<file path="config.mk">
export PLATFORM = sky130hd
export DESIGN_NAME = interval_timer_channel
export DESIGN_NICKNAME = d
export VERILOG_FILES = /design/src/design/timer_channel_pkg.sv /design/src/design/count_clock_select.sv /design/src/design/interval_timer_channel.sv
export SDC_FILE = /design/constraint.sdc
export NUM_CORES = 1
export LEC_CHECK = 0
export ABC_AREA = 1
export ABC_CLOCK_PERIOD_IN_PS = 4380
export BUFFER_PORTS_ARGS = -buffer_cell sky130_fd_sc_hd__buf_2
export CAP_MARGIN = 0
export CORE_MARGIN = 2
export CORE_UTILIZATION = 64
export DETAILED_ROUTE_END_ITERATION = 7
export GPL_ROUTABILITY_DRIVEN = 1
export GPL_TIMING_DRIVEN = 0
export PLACE_DENSITY = 0.86
export SYNTH_ARGS = -nofsm -noshare
export SYNTH_HDL_FRONTEND = slang
export SYNTH_HIERARCHICAL = 1
export SYNTH_SLANG_ARGS = --single-unit
</file>
<file path="constraint.sdc">
create_clock -name mclk -period 4.38 [get_ports mclk]
set_input_delay 0.438 -clock mclk [delete_from_list [all_inputs] [get_ports mclk]]
set_output_delay 0.438 -clock mclk [all_outputs]
set_load 0.05 [all_outputs]
</file>
<file path="src/design/timer_channel_pkg.sv">
// shared constants, field layout and state types of the interval timer channel
package timer_channel_pkg;

   // ----------------------------------------------------------------
   // register port
   // ----------------------------------------------------------------
   localparam int ADDR_W = 4;
   localparam int DATA_W = 16;

   localparam logic [ADDR_W-1:0] OFS_MODE = 4'h0;
   localparam logic [ADDR_W-1:0] OFS_RELOAD = 4'h1;
   localparam logic [ADDR_W-1:0] OFS_COUNT = 4'h2;
   localparam logic [ADDR_W-1:0] OFS_OUTPUT = 4'h3;
   localparam logic [ADDR_W-1:0] OFS_OUT_ENABLE = 4'h4;
   localparam logic [ADDR_W-1:0] OFS_OUT_LEVEL = 4'h5;
   localparam logic [ADDR_W-1:0] OFS_OUT_KIND = 4'h6;
   localparam logic [ADDR_W-1:0] OFS_START = 4'h7;
   localparam logic [ADDR_W-1:0] OFS_STOP = 4'h8;
   localparam logic [ADDR_W-1:0] OFS_STATUS = 4'h9;
   localparam logic [ADDR_W-1:0] OFS_PERIPH = 4'ha;

   // ----------------------------------------------------------------
   // channel_mode_config field layout
   // ----------------------------------------------------------------
   localparam int CKS_HI = 15;
   localparam int CKS_LO = 14;
   localparam int CCS_POS = 12;
   localparam int MS_POS = 11;
   localparam int STS_HI = 10;
   localparam int STS_LO = 8;
   localparam int MD_HI = 3;
   localparam int MD_LO = 1;
   localparam int MD_START_POS = 0;
   localparam logic [DATA_W-1:0] MODE_WRITE_MASK = 16'hdfcf;
   localparam logic [DATA_W-1:0] MS_MASK = 16'h0800;

   localparam logic [2:0] MODE_INTERVAL = 3'h0;
   localparam logic [2:0] TRIG_SOFTWARE = 3'h0;
   localparam logic CCS_OP_CLOCK = 1'b0;
   localparam logic [1:0] CKS_0 = 2'h0;
   localparam logic [1:0] CKS_1 = 2'h2;
   localparam logic [1:0] CKS_2 = 2'h1;
   localparam logic [1:0] CKS_3 = 2'h3;

   // channels with a split bit, channels with a master bit (bit n = channel n)
   localparam logic [7:0] SPLIT_CHANNELS = 8'h0a;
   localparam logic [7:0] MASTER_CHANNELS = 8'h54;

   // ----------------------------------------------------------------
   // values
   // ----------------------------------------------------------------
   localparam logic [DATA_W-1:0] DATA_ZERO = 16'h0000;
   localparam logic [DATA_W-1:0] COUNT_STEP = 16'h0001;
   localparam logic [7:0] BYTE_ZERO = 8'h00;
   localparam logic [7:0] BYTE_STEP = 8'h01;
   localparam logic [DATA_W-1:0] MODE_RESET = 16'h0000;
   localparam logic [DATA_W-1:0] RELOAD_RESET = 16'h0000;
   localparam logic [DATA_W-1:0] COUNT_RESET = 16'h0000;

   // ----------------------------------------------------------------
   // carriers and state
   // ----------------------------------------------------------------
   typedef struct packed {
      logic wr;
      logic rd;
      logic [ADDR_W-1:0] addr;
      logic [DATA_W-1:0] wdata;
   } reg_req_type;

   typedef struct packed {
      logic dir_output;
      logic latch;
   } port_setup_type;

   typedef enum logic [1:0] {stopped, load_pending, counting} run_state_type;

   typedef struct packed {
      logic periph_en;
      logic [DATA_W-1:0] mode;
      logic [DATA_W-1:0] reload;
      logic [DATA_W-1:0] count;
      logic out_bit;
      logic out_en;
      logic out_level;
      logic out_kind;
      logic active;
      run_state_type run_state;
      logic irq;
      logic irq_high;
      logic pin_out;
      logic pin_oe_n;
      logic [DATA_W-1:0] rdata;
   } chan_state_type;

   localparam chan_state_type STATE_RESET = '{
      periph_en: 1'b0, mode: MODE_RESET, reload: RELOAD_RESET, count: COUNT_RESET,
      out_bit: 1'b0, out_en: 1'b0, out_level: 1'b0, out_kind: 1'b0, active: 1'b0,
      run_state: stopped, irq: 1'b0, irq_high: 1'b0, pin_out: 1'b0, pin_oe_n: 1'b1,
      rdata: DATA_ZERO};

endpackage

</file>
<file path="src/design/count_clock_select.sv">
// count clock selection from the prescaled clock enables
`timescale 1ns/10ps
module count_clock_select (
   input wire logic [3:0] prescale_en,
   input wire logic [1:0] clock_select,
   input wire logic wide_select,
   input wire logic gate,
   output logic tick
);
   import timer_channel_pkg::*;

   // prescaled clocks 2 and 3 exist only on wide-select channels; elsewhere no tick
   always_comb begin
      tick = 1'b0;
      case (clock_select)
         CKS_0: tick = prescale_en[0];
         CKS_1: tick = prescale_en[1];
         CKS_2: tick = wide_select & prescale_en[2];
         CKS_3: tick = wide_select & prescale_en[3];
         default: tick = 1'b0;
      endcase
      tick = tick & gate;
   end
endmodule

</file>
<file path="src/design/interval_timer_channel.sv">
// interval timer / square wave channel with register port and output pin
//
// Functional notes
// - mode field 000 runs the channel as periodic interval timer
// - start-behaviour bit 1 gives interrupt and toggle at start, 0 neither
// - start-trigger field 000 accepts only the software start trigger
// - split bit on channels 1 and 3: 0 one 16-bit, 1 two 8-bit timers
// - master bit 0 on channels 2, 4, 6 means independent operation
// - count-clock source bit 0 clocks counter from channel operation clock
// - clock field 00 and 10 pick clocks 0 and 1; 01, 11 only channels 1, 3
// - output bit drives the channel output: 0 low, 1 high
// - output enable 1 lets counter change output; 0 only software writes
// - without peripheral enable, clock stopped and register writes ignored
// - pin high impedance until port is output with latch 0, then shows output bit
// - writing 1 to start trigger sets enable status and starts counting
// - start trigger bit clears itself and always reads 0
// - start copies reload into count; start interrupt and toggle if bit set
// - counter decrements per count clock, at zero reloads, interrupts, toggles
// - count readable anytime; reload, output, enable writable while running
// - stop trigger self-clears, clears status, holds count and output
// - after stop with enable cleared, pin follows written output bit
// - interrupt period is count clock times reload plus one, output toggles
// - new reload takes effect only at the next reload
`timescale 1ns/10ps
module interval_timer_channel #(
   parameter int channel_index = 1
) (
   input wire logic mclk,
   input wire logic srst,
   input wire timer_channel_pkg::reg_req_type req,
   input wire logic [3:0] prescale_en,
   input wire timer_channel_pkg::port_setup_type port_setup,
   output logic [timer_channel_pkg::DATA_W-1:0] rdata,
   output logic channel_interrupt,
   output logic channel_interrupt_high,
   output logic channel_active,
   output logic pin_out,
   output logic pin_oe_n
);
   import timer_channel_pkg::*;

   // ----------------------------------------------------------------
   // channel capabilities
   // ----------------------------------------------------------------
   localparam logic split_capable = SPLIT_CHANNELS[channel_index];
   localparam logic master_capable = MASTER_CHANNELS[channel_index];
   // split/master bit is fixed to zero on channels that have neither
   localparam logic [DATA_W-1:0] mode_mask =
      (split_capable | master_capable) ? MODE_WRITE_MASK : (MODE_WRITE_MASK & ~MS_MASK);

   chan_state_type cur;
   chan_state_type next_state;

   logic tick;
   logic split_mode;
   logic clock_gate;
   logic wr_ok;
   logic start_hit;
   logic stop_hit;

   // ----------------------------------------------------------------
   // decode helpers
   // ----------------------------------------------------------------
   // register writes only land once the peripheral enable is set
   assign wr_ok = req.wr & cur.periph_en;
   // only the software trigger is a start source, only in interval mode
   assign start_hit = wr_ok && (req.addr == OFS_START) && req.wdata[0]
      && (cur.mode[STS_HI:STS_LO] == TRIG_SOFTWARE)
      && (cur.mode[MD_HI:MD_LO] == MODE_INTERVAL);
   assign stop_hit = wr_ok && (req.addr == OFS_STOP) && req.wdata[0];
   // split only on channels that have the bit; master bit 0 needs nothing extra
   assign split_mode = split_capable & cur.mode[MS_POS];
   // a pin-sourced count clock is not supported, so it never ticks
   assign clock_gate = cur.periph_en & (cur.mode[CCS_POS] == CCS_OP_CLOCK);

   count_clock_select u_clock_select (
      .prescale_en(prescale_en),
      .clock_select(cur.mode[CKS_HI:CKS_LO]),
      .wide_select(split_capable),
      .gate(clock_gate),
      .tick(tick)
   );

   // ----------------------------------------------------------------
   // next state
   // ----------------------------------------------------------------
   always_comb begin
      logic toggle;
      toggle = 1'b0;
      next_state = cur;
      next_state.irq = 1'b0;
      next_state.irq_high = 1'b0;
      next_state.rdata = DATA_ZERO;

      // counting, frozen in the cycle of a stop so count and output hold
      if (!stop_hit) begin
         case (cur.run_state)
            stopped: begin
               next_state.run_state = stopped;
            end
            load_pending: begin
               if (tick) begin
                  next_state.count = cur.reload;
                  next_state.run_state = counting;
                  if (cur.mode[MD_START_POS]) begin
                     next_state.irq = 1'b1;
                     next_state.irq_high = split_mode;
                     toggle = 1'b1;
                  end
               end
            end
            counting: begin
               if (tick && !split_mode) begin
                  // reload is sampled only at a wrap or at the start load, so mid-period writes wait
                  if (cur.count == DATA_ZERO) begin
                     next_state.count = cur.reload;
                     next_state.irq = 1'b1;
                     toggle = 1'b1;
                  end else begin
                     next_state.count = cur.count - COUNT_STEP;
                  end
               end else if (tick) begin
                  // two independent 8-bit timers, output follows the low one
                  if (cur.count[7:0] == BYTE_ZERO) begin
                     next_state.count[7:0] = cur.reload[7:0];
                     next_state.irq = 1'b1;
                     toggle = 1'b1;
                  end else begin
                     next_state.count[7:0] = cur.count[7:0] - BYTE_STEP;
                  end
                  if (cur.count[15:8] == BYTE_ZERO) begin
                     next_state.count[15:8] = cur.reload[15:8];
                     next_state.irq_high = 1'b1;
                  end else begin
                     next_state.count[15:8] = cur.count[15:8] - BYTE_STEP;
                  end
               end
            end
            default: begin
               next_state.run_state = stopped;
            end
         endcase
      end

      // counter-driven output change only with the output enabled
      if (toggle && cur.out_en) begin
         next_state.out_bit = ~cur.out_bit;
      end

      // register writes; trigger bits are not stored, so they read 0
      if (wr_ok) begin
         if (req.addr == OFS_MODE) begin
            next_state.mode = req.wdata & mode_mask;
         end else if (req.addr == OFS_RELOAD) begin
            next_state.reload = req.wdata;
         end else if (req.addr == OFS_OUTPUT) begin
            if (!cur.out_en) begin
               next_state.out_bit = req.wdata[0];
            end
         end else if (req.addr == OFS_OUT_ENABLE) begin
            next_state.out_en = req.wdata[0];
         end else if (req.addr == OFS_OUT_LEVEL) begin
            next_state.out_level = req.wdata[0];
         end else if (req.addr == OFS_OUT_KIND) begin
            next_state.out_kind = req.wdata[0];
         end
      end

      // start restarts a running channel with a fresh load
      if (start_hit) begin
         next_state.active = 1'b1;
         next_state.run_state = load_pending;
      end else if (stop_hit) begin
         next_state.active = 1'b0;
         next_state.run_state = stopped;
      end

      // peripheral enable is always writable; clearing it initialises everything
      if (req.wr && (req.addr == OFS_PERIPH)) begin
         if (req.wdata[0]) begin
            next_state.periph_en = 1'b1;
         end else begin
            next_state = STATE_RESET;
         end
      end

      // read data stands in the cycle after the strobe
      if (req.rd) begin
         if (req.addr == OFS_MODE) begin
            next_state.rdata = cur.mode;
         end else if (req.addr == OFS_RELOAD) begin
            next_state.rdata = cur.reload;
         end else if (req.addr == OFS_COUNT) begin
            next_state.rdata = cur.count;
         end else if (req.addr == OFS_OUTPUT) begin
            next_state.rdata = {{(DATA_W-1){1'b0}}, cur.out_bit};
         end else if (req.addr == OFS_OUT_ENABLE) begin
            next_state.rdata = {{(DATA_W-1){1'b0}}, cur.out_en};
         end else if (req.addr == OFS_OUT_LEVEL) begin
            next_state.rdata = {{(DATA_W-1){1'b0}}, cur.out_level};
         end else if (req.addr == OFS_OUT_KIND) begin
            next_state.rdata = {{(DATA_W-1){1'b0}}, cur.out_kind};
         end else if (req.addr == OFS_STATUS) begin
            next_state.rdata = {{(DATA_W-1){1'b0}}, cur.active};
         end else if (req.addr == OFS_PERIPH) begin
            next_state.rdata = {{(DATA_W-1){1'b0}}, cur.periph_en};
         end else begin
            next_state.rdata = DATA_ZERO;
         end
      end

      // pin driven only once port is output with latch 0; polarity from level bit
      next_state.pin_oe_n = ~(port_setup.dir_output & ~port_setup.latch);
      next_state.pin_out = next_state.out_bit ^ next_state.out_level;
   end

   // ----------------------------------------------------------------
   // state register
   // ----------------------------------------------------------------
   always_ff @(posedge mclk) begin
      if (srst) begin
         cur <= STATE_RESET;
      end else begin
         cur <= next_state;
      end
   end

   // outputs straight from the state flip-flops
   assign rdata = cur.rdata;
   assign channel_interrupt = cur.irq;
   assign channel_interrupt_high = cur.irq_high;
   assign channel_active = cur.active;
   assign pin_out = cur.pin_out;
   assign pin_oe_n = cur.pin_oe_n;
endmodule

</file>
# Word level (Yosys, flattened, before mapping)
# Index checks and enable logic that the tools add are counted.
# classes
addsub	3
muxes	57
n_bitwise	9
reduce_logical	17
n_eq_ne	15
# ops
op	n
2-to-1 mux 16 bit	12
2-to-1 mux 75 bit	2
2-to-1 mux 32 bit	1
case mux 16 bit (2 select lines)	1
2-to-1 mux 1 bit	24
2-to-1 mux 4 bit	5
== test 4 x 3 -> 1 bit (second input constant)	4
zero test 16 bit	1
zero test 8 bit	2
2-to-1 mux 8 bit	2
subtractor 16 x 1 -> 16 bit (second input constant)	1
subtractor 8 x 1 -> 8 bit (second input constant)	2
== test 4 bit (second input constant)	3
logical AND 1 bit	9
2-to-1 mux 3 bit	3
== test 4 x 2 -> 1 bit (second input constant)	2
case mux 2 bit (2 select lines)	2
== test 2 bit (second input constant)	3
zero test 3 bit	2
2-to-1 mux 2 bit	3
bitwise AND 1 bit	4
== test 2 x 1 -> 1 bit (second input constant)	2
== test 4 x 1 -> 1 bit (second input constant)	1
zero test 4 bit	1
other kinds (6)	9
# word_totals
output_inout_bits	21
ff_bits	76
input_bits	30

# Depth between registers and ports, before layout
# Gate-level depths: netlist of run 1.
# logic_depth
ltp_word	17
depth_mapped	17
depth_no_buf	16

# Cells and area by module
# Netlist of run 1, hierarchy kept.
# modules_own_cells
module	area_per_inst_um2	instances	seq_area_each_um2	cells_per_inst
interval_timer_channel	4544.4	1	1521.5	651
count_clock_select	65.1	1	0.0	17

# Least setup slack after synthesis of run 1
# OpenSTA, ideal clock, no wires.
# synth_timing
path_type	input -> register
startpoint	input port prescale_en[0]
endpoint	register cur[36] in the netlist's numbering
arrival_ns	1.647
stages	13
t_required_ns	4.261
path_buffers	0
slack_ns	2.614
path_cell_list	inv_1 > nor2_1 > nor2_1 > nor2_1 > nand2_1 > inv_1 > inv_1 > nor2_2 > clkinv_1 > o21ai_0 > nand2_1 > nand3_1 > a21oi_1
# synth_via
elab_chain_len	8
elab_cells_between_ends	10
classes_between	mux: 8; bitwise: 1; reduce/logical: 1
# synth_lines
element	line	text
from (decl)	interval_timer_channel.sv:31	input wire logic [3:0] prescale_en,
case mux 1 bit (4 select lines) *	count_clock_select.sv:15	case (clock_select)
bitwise AND 1 bit *	count_clock_select.sv:22	tick = tick & gate;
via tick	interval_timer_channel.sv:54	logic tick;
2-to-1 mux 16 bit or logical AND 1 bit (tied branches)	interval_timer_channel.sv:122, interval_timer_channel.sv:113	
2-to-1 mux 16 bit	interval_timer_channel.sv:113	if (tick && !split_mode) begin
case mux 16 bit (2 select lines) *	interval_timer_channel.sv:97	case (cur.run_state)
2-to-1 mux 16 bit *	interval_timer_channel.sv:96	if (!stop_hit) begin
2-to-1 mux 75 bit	interval_timer_channel.sv:180	if (req.wdata[0]) begin
2-to-1 mux 75 bit *	interval_timer_channel.sv:179	if (req.wr && (req.addr == OFS_PERIPH)) begin
to (signal assigned)	interval_timer_channel.sv:224	cur <= next_state;
to (decl)	interval_timer_channel.sv:51	chan_state_type cur;
# Mark *: on every way through the listed nets, which the timed path passes. The rest lies on a longest branch.
# A chain may end at the register's enable or synchronous reset.

# Worst setup path in the final report of run 1
# layout_timing
startpoint	register cur[75] in the netlist's numbering
endpoint	register cur[36] in the netlist's numbering
# layout_via
elab_chain_len	8
elab_cells_between_ends	13
classes_between	mux: 7; bitwise: 3; reduce/logical: 3
# layout_lines
element	line	text
bitwise AND 1 bit *	interval_timer_channel.sv:74	assign clock_gate = cur.periph_en & (cur.mode[CCS_POS] == CCS_OP_CLOCK);
via clock_gate	interval_timer_channel.sv:56	logic clock_gate;
bitwise AND 1 bit *	count_clock_select.sv:22	
via tick	interval_timer_channel.sv:54	
2-to-1 mux 16 bit or logical AND 1 bit (tied branches)	interval_timer_channel.sv:122, interval_timer_channel.sv:113	
2-to-1 mux 16 bit	interval_timer_channel.sv:113	
case mux 16 bit (2 select lines) *	interval_timer_channel.sv:97	
2-to-1 mux 16 bit *	interval_timer_channel.sv:96	
2-to-1 mux 75 bit	interval_timer_channel.sv:180	
2-to-1 mux 75 bit *	interval_timer_channel.sv:179	
# Marks and branches as above.

==> metrics.md, run 1 <==
| Metric | Value |
|---|---|
| Status | completed |
| Boundary Pins | 51 |
| IO Port Bufs | 49 |
| Drt first pass iters | 7 |
| Async set or reset register ratio after synthesis | 0% |
| Clock slew at reported path FFs | 0.09 ns |
| Pin count of the biggest net entering global routing | 15 |
| Die Ht | 88.87 µm |
| Vias per inst | 6.113 |
| CP max-delay cell | dfxtp_1 |
| Post-Route WL | 15010 µm |
| Detail Route met2 WL | 6657 µm |
| Setup TNS | 0 ns |
| Worst EP required | 4.64 ns |
| Arr. time, crit path | 2.50 ns |
| Top sig layer | met4 |
| Nets | 763 |
| Yosys warning total | 6 |
| CTS tree | yes |
| Post-route ant nets | 0 |
| Most used cell, CP | inv_1 |
| Setup crit end kind | register |
| CP startpoint kind | register |
| Area share of the largest cell type after synthesis | 33.01% |
| Yosys cell types | 42 |
| Post-synth top flop | dfxtp_1 |
| Num CTS Buffers | 9 |
| Minimum clock period | 2.239 ns |
| Slowest Stage Delay on Critical Path | 0.38 ns |
| Final Hold Viols | 0 |
| Critical path peak fanout | 10 |
| Rows | 30 |
| Syn Inst Count | 668 |
| Final HPWL DP | 10860 µm |
| Setup bufs post-CTS | 0 |
| Max_cap viols | 0 |
| Initial antenna violation count | 0 |
| Sequential fraction of the synthesis area | 33.01% |
| Grt total ovfl | 0 |
| Least-Margin Pin Slew | 0.7914 ns |
| Die ar. | 0.007897 mm² |
| Cell Pwr Density | 269.3 mW/mm² |
| Initial core utilization | 67.10% |
| Seq cells post-synth | 76 |
| Worst skew pair latency | 0.37 ns |
| VDD IR max | 0.0002529 V |
| Clock Path Buffers | 2 |
| GRT Util Overall | 39.88% |
| Slew headroom | 46.84% |
| Post-CTS resize count | 0 |
| Number of max-slew violations in the final report | 0 |
| Worst hold margin | 0.2721 ns |
| Top cell type by total area after synthesis | dfxtp_1 |
| Wire length per cell | 18.10 µm |
| Core area | 0.006869 mm² |
| Mapped Avg Cell Area | 6.900 µm² |
| Max Clock Freq | 0.4465 GHz |
| Clock root cell | clkbuf_8 |
| Die width | 88.87 µm |
| M1 WL | 5682 µm |
| Fraction of layout cells with a size suffix above 1 | 20.87% |
| Crit-path cells | inv_1 > nor2_1 > inv_1 > nor2_1 > nand2_1 > inv_1 > inv_1 > nor2_2 > clkinv_1 > o21ai_0 > nand2_1 > nand3_1 > a21oi_1 |
| Worst Hold Class | in2reg |
| Area Growth Syn to Fin | 12.97% |
| Number of flops mapped to enable cells by yosys | 0 |
| DRC violations left | 0 |
| Met3 WL | 1931 µm |
| Global-route wire length before repair | 23370 µm |
| Via count | 5068 |
| Final setup fails | 0 |
| Synthesized area | 0.004609 mm² |
| Most frequent cells in the layout | 112 x nand2_1, 79 x inv_1, 76 x dfxtp_1, 65 x nand3_1 |
| Synth Net Count | 703 |
| Period utilisation layout | 51.13% |
| Clock Sinks | 76 |
| # H-tree levels | 3 |
| Hold Buf Count CTS | 0 |
| Synth area leaders | dfxtp_1 33%, nand2_1 9.1%, nand3_1 7.1% |
| Iter 0 DRT Violations | 855 |
| LEAKAGE | 2.485 nW |
| Placer Congestion | 1.028 |
| RSZ-0062 raised after global routing | false |
| Setup Skew | 0.01367 ns |
| Commonest non-fill, non-tap cell in the layout | nand2_1 |
| Vias in the first global route | 4642 |
| Crit Path Category | reg2reg |
| Number of diodes | 0 |
==> synth_stat cells, types with 2 or more instances <==
library cell  number
buf_2             12
dfxtp_1           76
nand3_1           65
nand2_1          112
nor2_1            63
nor2_8             3
a21oi_1           63
inv_2              7
a21oi_2            3
buf_1              2
nor3_1            16
xnor2_1            2
o211ai_1           6
xor2_1             4
nand2_2            8
a221oi_1           3
buf_6              4
mux2_4             7
mux2_2             7
a211oi_1           4
o22ai_1            8
o21ai_0           41
o21ai_1            5
inv_1             79
nor2_2            10
ha_1               5
nand4_1           10
mux2i_1            3
nand2_4            5
buf_4             18
clkbuf_1           6
==> power by group <==
part	leakage, nW	internal, mW	switching (mW)
Combinational	1.76	0.0238	0.0533
Clock	0.117	0.342	0.291
Sequential	0.612	0.691	0.000683
==> per-stage QoR <==
stage	area (µm²)	power (mW)	std cells	utilization [%]	setup slack, ns
final	5207	1.403	829	75.81	2.141
after global routing	5207	1.424	829	75.81	1.878
after floorplan	4609	0.7504	668	-	2.614
after global placement	4975	0.7788	813	72.42	2.115
after CTS	5207	1.396	829	75.81	2.175
after detailed placement	4975	0.7810	813	72.42	2.101
==> flip-flops by register name (all words and copies together), names as in the netlist <==
name and flops:
channel_interrupt_high 1, pin_out 1, channel_active 1, channel_interrupt 1, pin_oe_n 1, rdata 16, cur 55
==> layout make-up <==
class | count | area, µm²
Buffer | 42 | 270.3
Clock buffer | 10 | 137.6
Clock inverter | 6 | 95.09
Fill cell | 532 | 1662
Inverter | 88 | 331.6
Multi-Input combinational cell | 462 | 2486
Sequential cell | 76 | 1521
Tap cell | 96 | 120.1
Timing Repair Buffer | 49 | 245.2
==> routing by layer <==
metal / vias up / GRT usage (%)
li1: 2306 / -
met3: 78 / 10.07
met2: 390 / 60.45
met1: 2294 / 51.96
met5: - / 0
met4: 0 / 21.76
==> final timing paths <==
check / start / endpoint / slack (ns) / cells after the start
worst max-delay path: cur[75]$_SDFFE_PP0P_ / cur[36]$_SDFF_PP0_ / 2.14 / 13
worst min-delay path: port_setup[1] / pin_oe_n$_SDFF_PP1_ / 0.27 / 2
worst max register to register: cur[75]$_SDFFE_PP0P_ / cur[36]$_SDFF_PP0_ / 2.14 / 13
worst min register to register: cur[72]$_SDFF_PP0_ / cur[72]$_SDFF_PP0_ / 0.49 / 2
==> critical path: cells and delay by family (launching register included) <==
family / cells / cell delay (ns)
buf+inv: 5 / 0.69
compound gates: 2 / 0.32
flops: 1 / 0.38
simple gates: 6 / 0.73
==> cell families (layout without fill, tap and decap cells) <==
family | Yosys count | after routing | share of synthesized area (%)
simple gates | 295 | 295 | 29.89
compound gates | 138 | 138 | 16.83
buf+inv | 130 | 195 | 13.06
flops | 76 | 76 | 33.01
mux | 17 | 17 | 4.642
xor+xnor | 6 | 6 | 1.140
fa+ha+maj | 5 | 5 | 1.357
other cells | 1 | 1 | 0.08136
Note: power is estimated with default switching activity, not from simulation.
==> run 2: changes to the inputs <==
- ABC_AREA: 1 -> 0
- ABC_CLOCK_PERIOD_IN_PS: 4380 -> 1900
- CORE_UTILIZATION: 64 -> 53
- PLACE_DENSITY: 0.86 -> 0.76
- clock period: 4.38 -> 1.9 ns (I/O delays scaled with it)
==> run 2 against run 1 <==
  * The run now ends with setup timing left
  * Clock power rose by 120%
  * Worst hold slack lost 0.25 ns
  * Die area rose by 13%
  * Core utilization shrank 4.5 points
  * Worst setup slack got worse by 2.4 ns
  * Via count is 6.8% lower
  * Synthesized cell count decreased by 14%
  * Sequential power increased by 130%
  * Final area increased by 6.9%
  * Non-clock buffer count grew 43
  * Power rose by 130%
  * Fmax up 5.9%
==> metrics.md, run 2 <==
| Metric | Value |
|---|---|
| R2R Setup Slk | -0.22 ns |
| Fill count | 636 |
| Hold Buf Count CTS | 0 |
| Clock share of power | 43.9% |
| Clock Sinks | 76 |
| Vias per inst | 6.142 |
| Iter 0 DRT Violations | 512 |
| Grt total ovfl | 0 |
| Cell Pwr Density | 567.1 mW/mm² |
| R2r endpoint | pin_out$_SDFF_PP0_ |
| CTS tree | yes |
| Commonest non-fill, non-tap cell in the layout | nand2_1 |
| Final critical-path setup slack | -0.2157 ns |
| Worst hold endpoint | pin_oe_n$_SDFF_PP1_ |
| Number of flops mapped to enable cells by yosys | 0 |
| Fraction of layout cells with a size suffix above 1 | 32.53% |
| Failing checks | setup timing |
| Clock slew at reported path FFs | 0.08 ns |
| Count leader, synth | nand2_1 |
| Sw frac | 24.23% |
| Max reg flops | 55 |
| Critical path peak fanout | 7 |
| Area Growth Syn to Fin | 28.68% |
| Seq cells post-synth | 76 |
| Crit Reg-Reg Startpoint | cur[75]$_SDFFE_PP0P_ |
| RSZ-0062 raised after global routing | true |
| Minimum clock period | 2.116 ns |
| Worst EP required | 2.14 ns |
| Synth top cells by count | 91 x nand2_1, 78 x a21oi_1, 76 x dfxtp_1, 58 x nor2_1, 39 x o21ai_0 |
| Status | finished with violations |
| Number of diodes | 0 |
| Place WS | -0.5291 ns |
| Synth Net Count | 610 |
| CP startpoint kind | register |
| Post-route ant nets | 0 |
| Arr. time, crit path | 2.36 ns |
| Num CTS Buffers | 9 |
| Placed cell area | 0.004771 mm² |
| Die Ht | 94.37 µm |
| Top cell type by total area after synthesis | dfxtp_1 |
| Drt first pass iters | 7 |
| Syn Inst Count | 575 |
| Biggest register | cur |
| Wire length per cell | 18.60 µm |
| Die ar. | 0.008905 mm² |
| Final Hold Viols | 0 |
| Rows | 32 |
| Yosys cell types | 64 |
| Post-Route WL | 14310 µm |
| Global-route wire length before repair | 22050 µm |
| Least-Margin Pin Slew | 0.6394 ns |
| Clock Path Buffers | 2 |
| Worst skew pair latency | 0.36 ns |
| IO Port Bufs | 47 |
| Crit Path Category | reg2reg |
| Initial antenna violation count | 0 |
| R2R cell count | 9 |
| Slew headroom | 57.37% |
| Number of max-slew violations in the final report | 0 |
| Synthesized area | 0.004328 mm² |
| Initial core utilization | 55.43% |
| Setup crit end kind | register |
| Area share of the largest cell type after synthesis | 35.15% |
| Setup Skew | 0.01077 ns |
| Pin count of the biggest net entering global routing | 14 |
| Synth area leaders | dfxtp_1 35%, a21oi_1 9.0%, nand2_1 7.9% |
| Max Clock Freq | 0.4727 GHz |
| Mapped Avg Cell Area | 7.527 µm² |
| Vias in the first global route | 4311 |
| Core area | 0.007807 mm² |
| Nets | 697 |
| Boundary Pins | 51 |
| Most frequent cells in the layout | 87 x nand2_1, 67 x a21oi_1, 66 x dfxtp_1, 53 x buf_2, 51 x nor2_1 |
| Internal power | 2.393 mW |
| Post-layout util | 71.33% |
| Die width | 94.37 µm |
| Placer Congestion | 0.9789 |
| Period utilisation layout | 111.4% |
| Post-synth top flop | dfxtp_1 |
| LEAKAGE | 2.200 nW |
| Via count | 4723 |
| Worst min-delay path startpoint | port_setup[0] |
| Clock root cell | clkbuf_8 |
| Switching power | 0.7651 mW |
| Worst Hold Class | in2reg |
| Async set or reset register ratio after synthesis | 0% |
| Final setup fails | 17 |
| Finished Cell Area | 0.005569 mm² |
| DRC violations left | 0 |
| Max_cap viols | 0 |
| Final HPWL DP | 9666 µm |
| VDD IR max | 0.0004896 V |
| GRT Util Overall | 32.28% |
| Hold depth | 2 |
| Sequential fraction of the synthesis area | 35.15% |
| Yosys warning total | 6 |
| Reg power frac | 50.3% |
| Comb power frac | 5.8% |
| # H-tree levels | 3 |
==> run 2: changes by cell type after synthesis, moves of 6 or more <==
cell	delta
mux2_2	-7
nand2_2	-8
a21oi_1	+15
mux2_4	-6
nor2_2	-9
inv_1	-64
nand3_1	-55
inv_2	-7
nand2_1	-21
a31oi_1	+6
clkbuf_1	+21
mux2i_1	+21
o22ai_1	-7
==> run 2: routing by layer <==
layer	up-vias	global-route usage, %	share of wire, %
met3	42	6.624	10
met4	0	12.32	2.4
met1	2210	45.26	43
li1	2188	-	-
met5	-	0	0
met2	283	48.99	44
==> run 2: critical path, cell delays in order (launching register included) <==
cell      delay [ns]
dfxtp_4         0.35
nor2b_4         0.15
inv_2           0.04
o32ai_2         0.27
clkbuf_8        0.23
nand2_4         0.07
o31ai_4         0.29
a311o_2         0.23
nand3_2         0.08
mux2_4          0.30
==> run 2: how the worst max path moves through the flow <==
stage	start	endpoint	slack [ns]	cells after the start
finish	cur[75]$_SDFFE_PP0P_	pin_out$_SDFF_PP0_	-0.22	9
global route	cur[75]$_SDFFE_PP0P_	cur[40]$_SDFF_PP0_	-0.25	10
CTS	cur[74]$_SDFF_PP0_	cur[36]$_SDFF_PP0_	-0.13	8
detailed placement	cur[75]$_SDFFE_PP0P_	cur[37]$_SDFF_PP0_	-0.53	9
global placement	cur[75]$_SDFFE_PP0P_	cur[37]$_SDFF_PP0_	-0.50	9
floorplan	cur[35]$_SDFF_PP0_	pin_out$_SDFF_PP0_	-0.07	9
==> run 2: logic make-up after synthesis <==
group	Yosys count	synth area share [%]
multiplexers	25	5.898
buffers and inverters	73	7.979
AO/OA/AOI/OAI	168	23.94
XOR/XNOR	11	2.226
other	1	0.08665
adder cells (fa/ha/maj)	5	1.446
AND/OR/NAND/NOR	216	23.27
flip-flops	76	35.15
==> run 2: layout make-up <==
type / count / area, µm² / share of cell area, %
multi-input combinational: 426 / 2765 / 49.65
timing repair buffer: 78 / 495.5 / 8.897
clock buffer: 10 / 127.6 / 2.292
tap: 102 / 127.6 / 2.292
buffer: 56 / 355.3 / 6.381
clock inverter: 6 / 88.84 / 1.595
sequential: 76 / 1544 / 27.72
inverter: 15 / 65.06 / 1.168
==> run 2: power groups by stage <==
stage,combinational (mW),sequential [mW],clock [mW]
global placement,0.159,1.63,0
floorplan,0.0923,1.64,0
global route,0.197,1.59,1.45
CTS,0.169,1.59,1.38
detailed placement,0.160,1.63,0
finish,0.183,1.59,1.39
==> run 2: per-stage QoR <==
step	cells	hold slack, ns	TNS (ns)	power [mW]
after floorplan	575	0.2621	-0.1534	1.728
after global placement	724	0.3810	-19.01	1.791
after detailed placement	724	0.3873	-19.19	1.793
after CTS	760	0.01855	-0.6519	3.139
after global routing	769	0.03163	-2.757	3.233
final	769	0.02097	-1.791	3.158
==> run 2: timing repair <==
| item | in CTS | in global routing |
|---|---|---|
| buffers inserted | 22 | 9 |
| pin swaps | 12 | 14 |
| endpoints found under the setup margin | 42 | 43 |
| resized for setup | 55 | 78 |
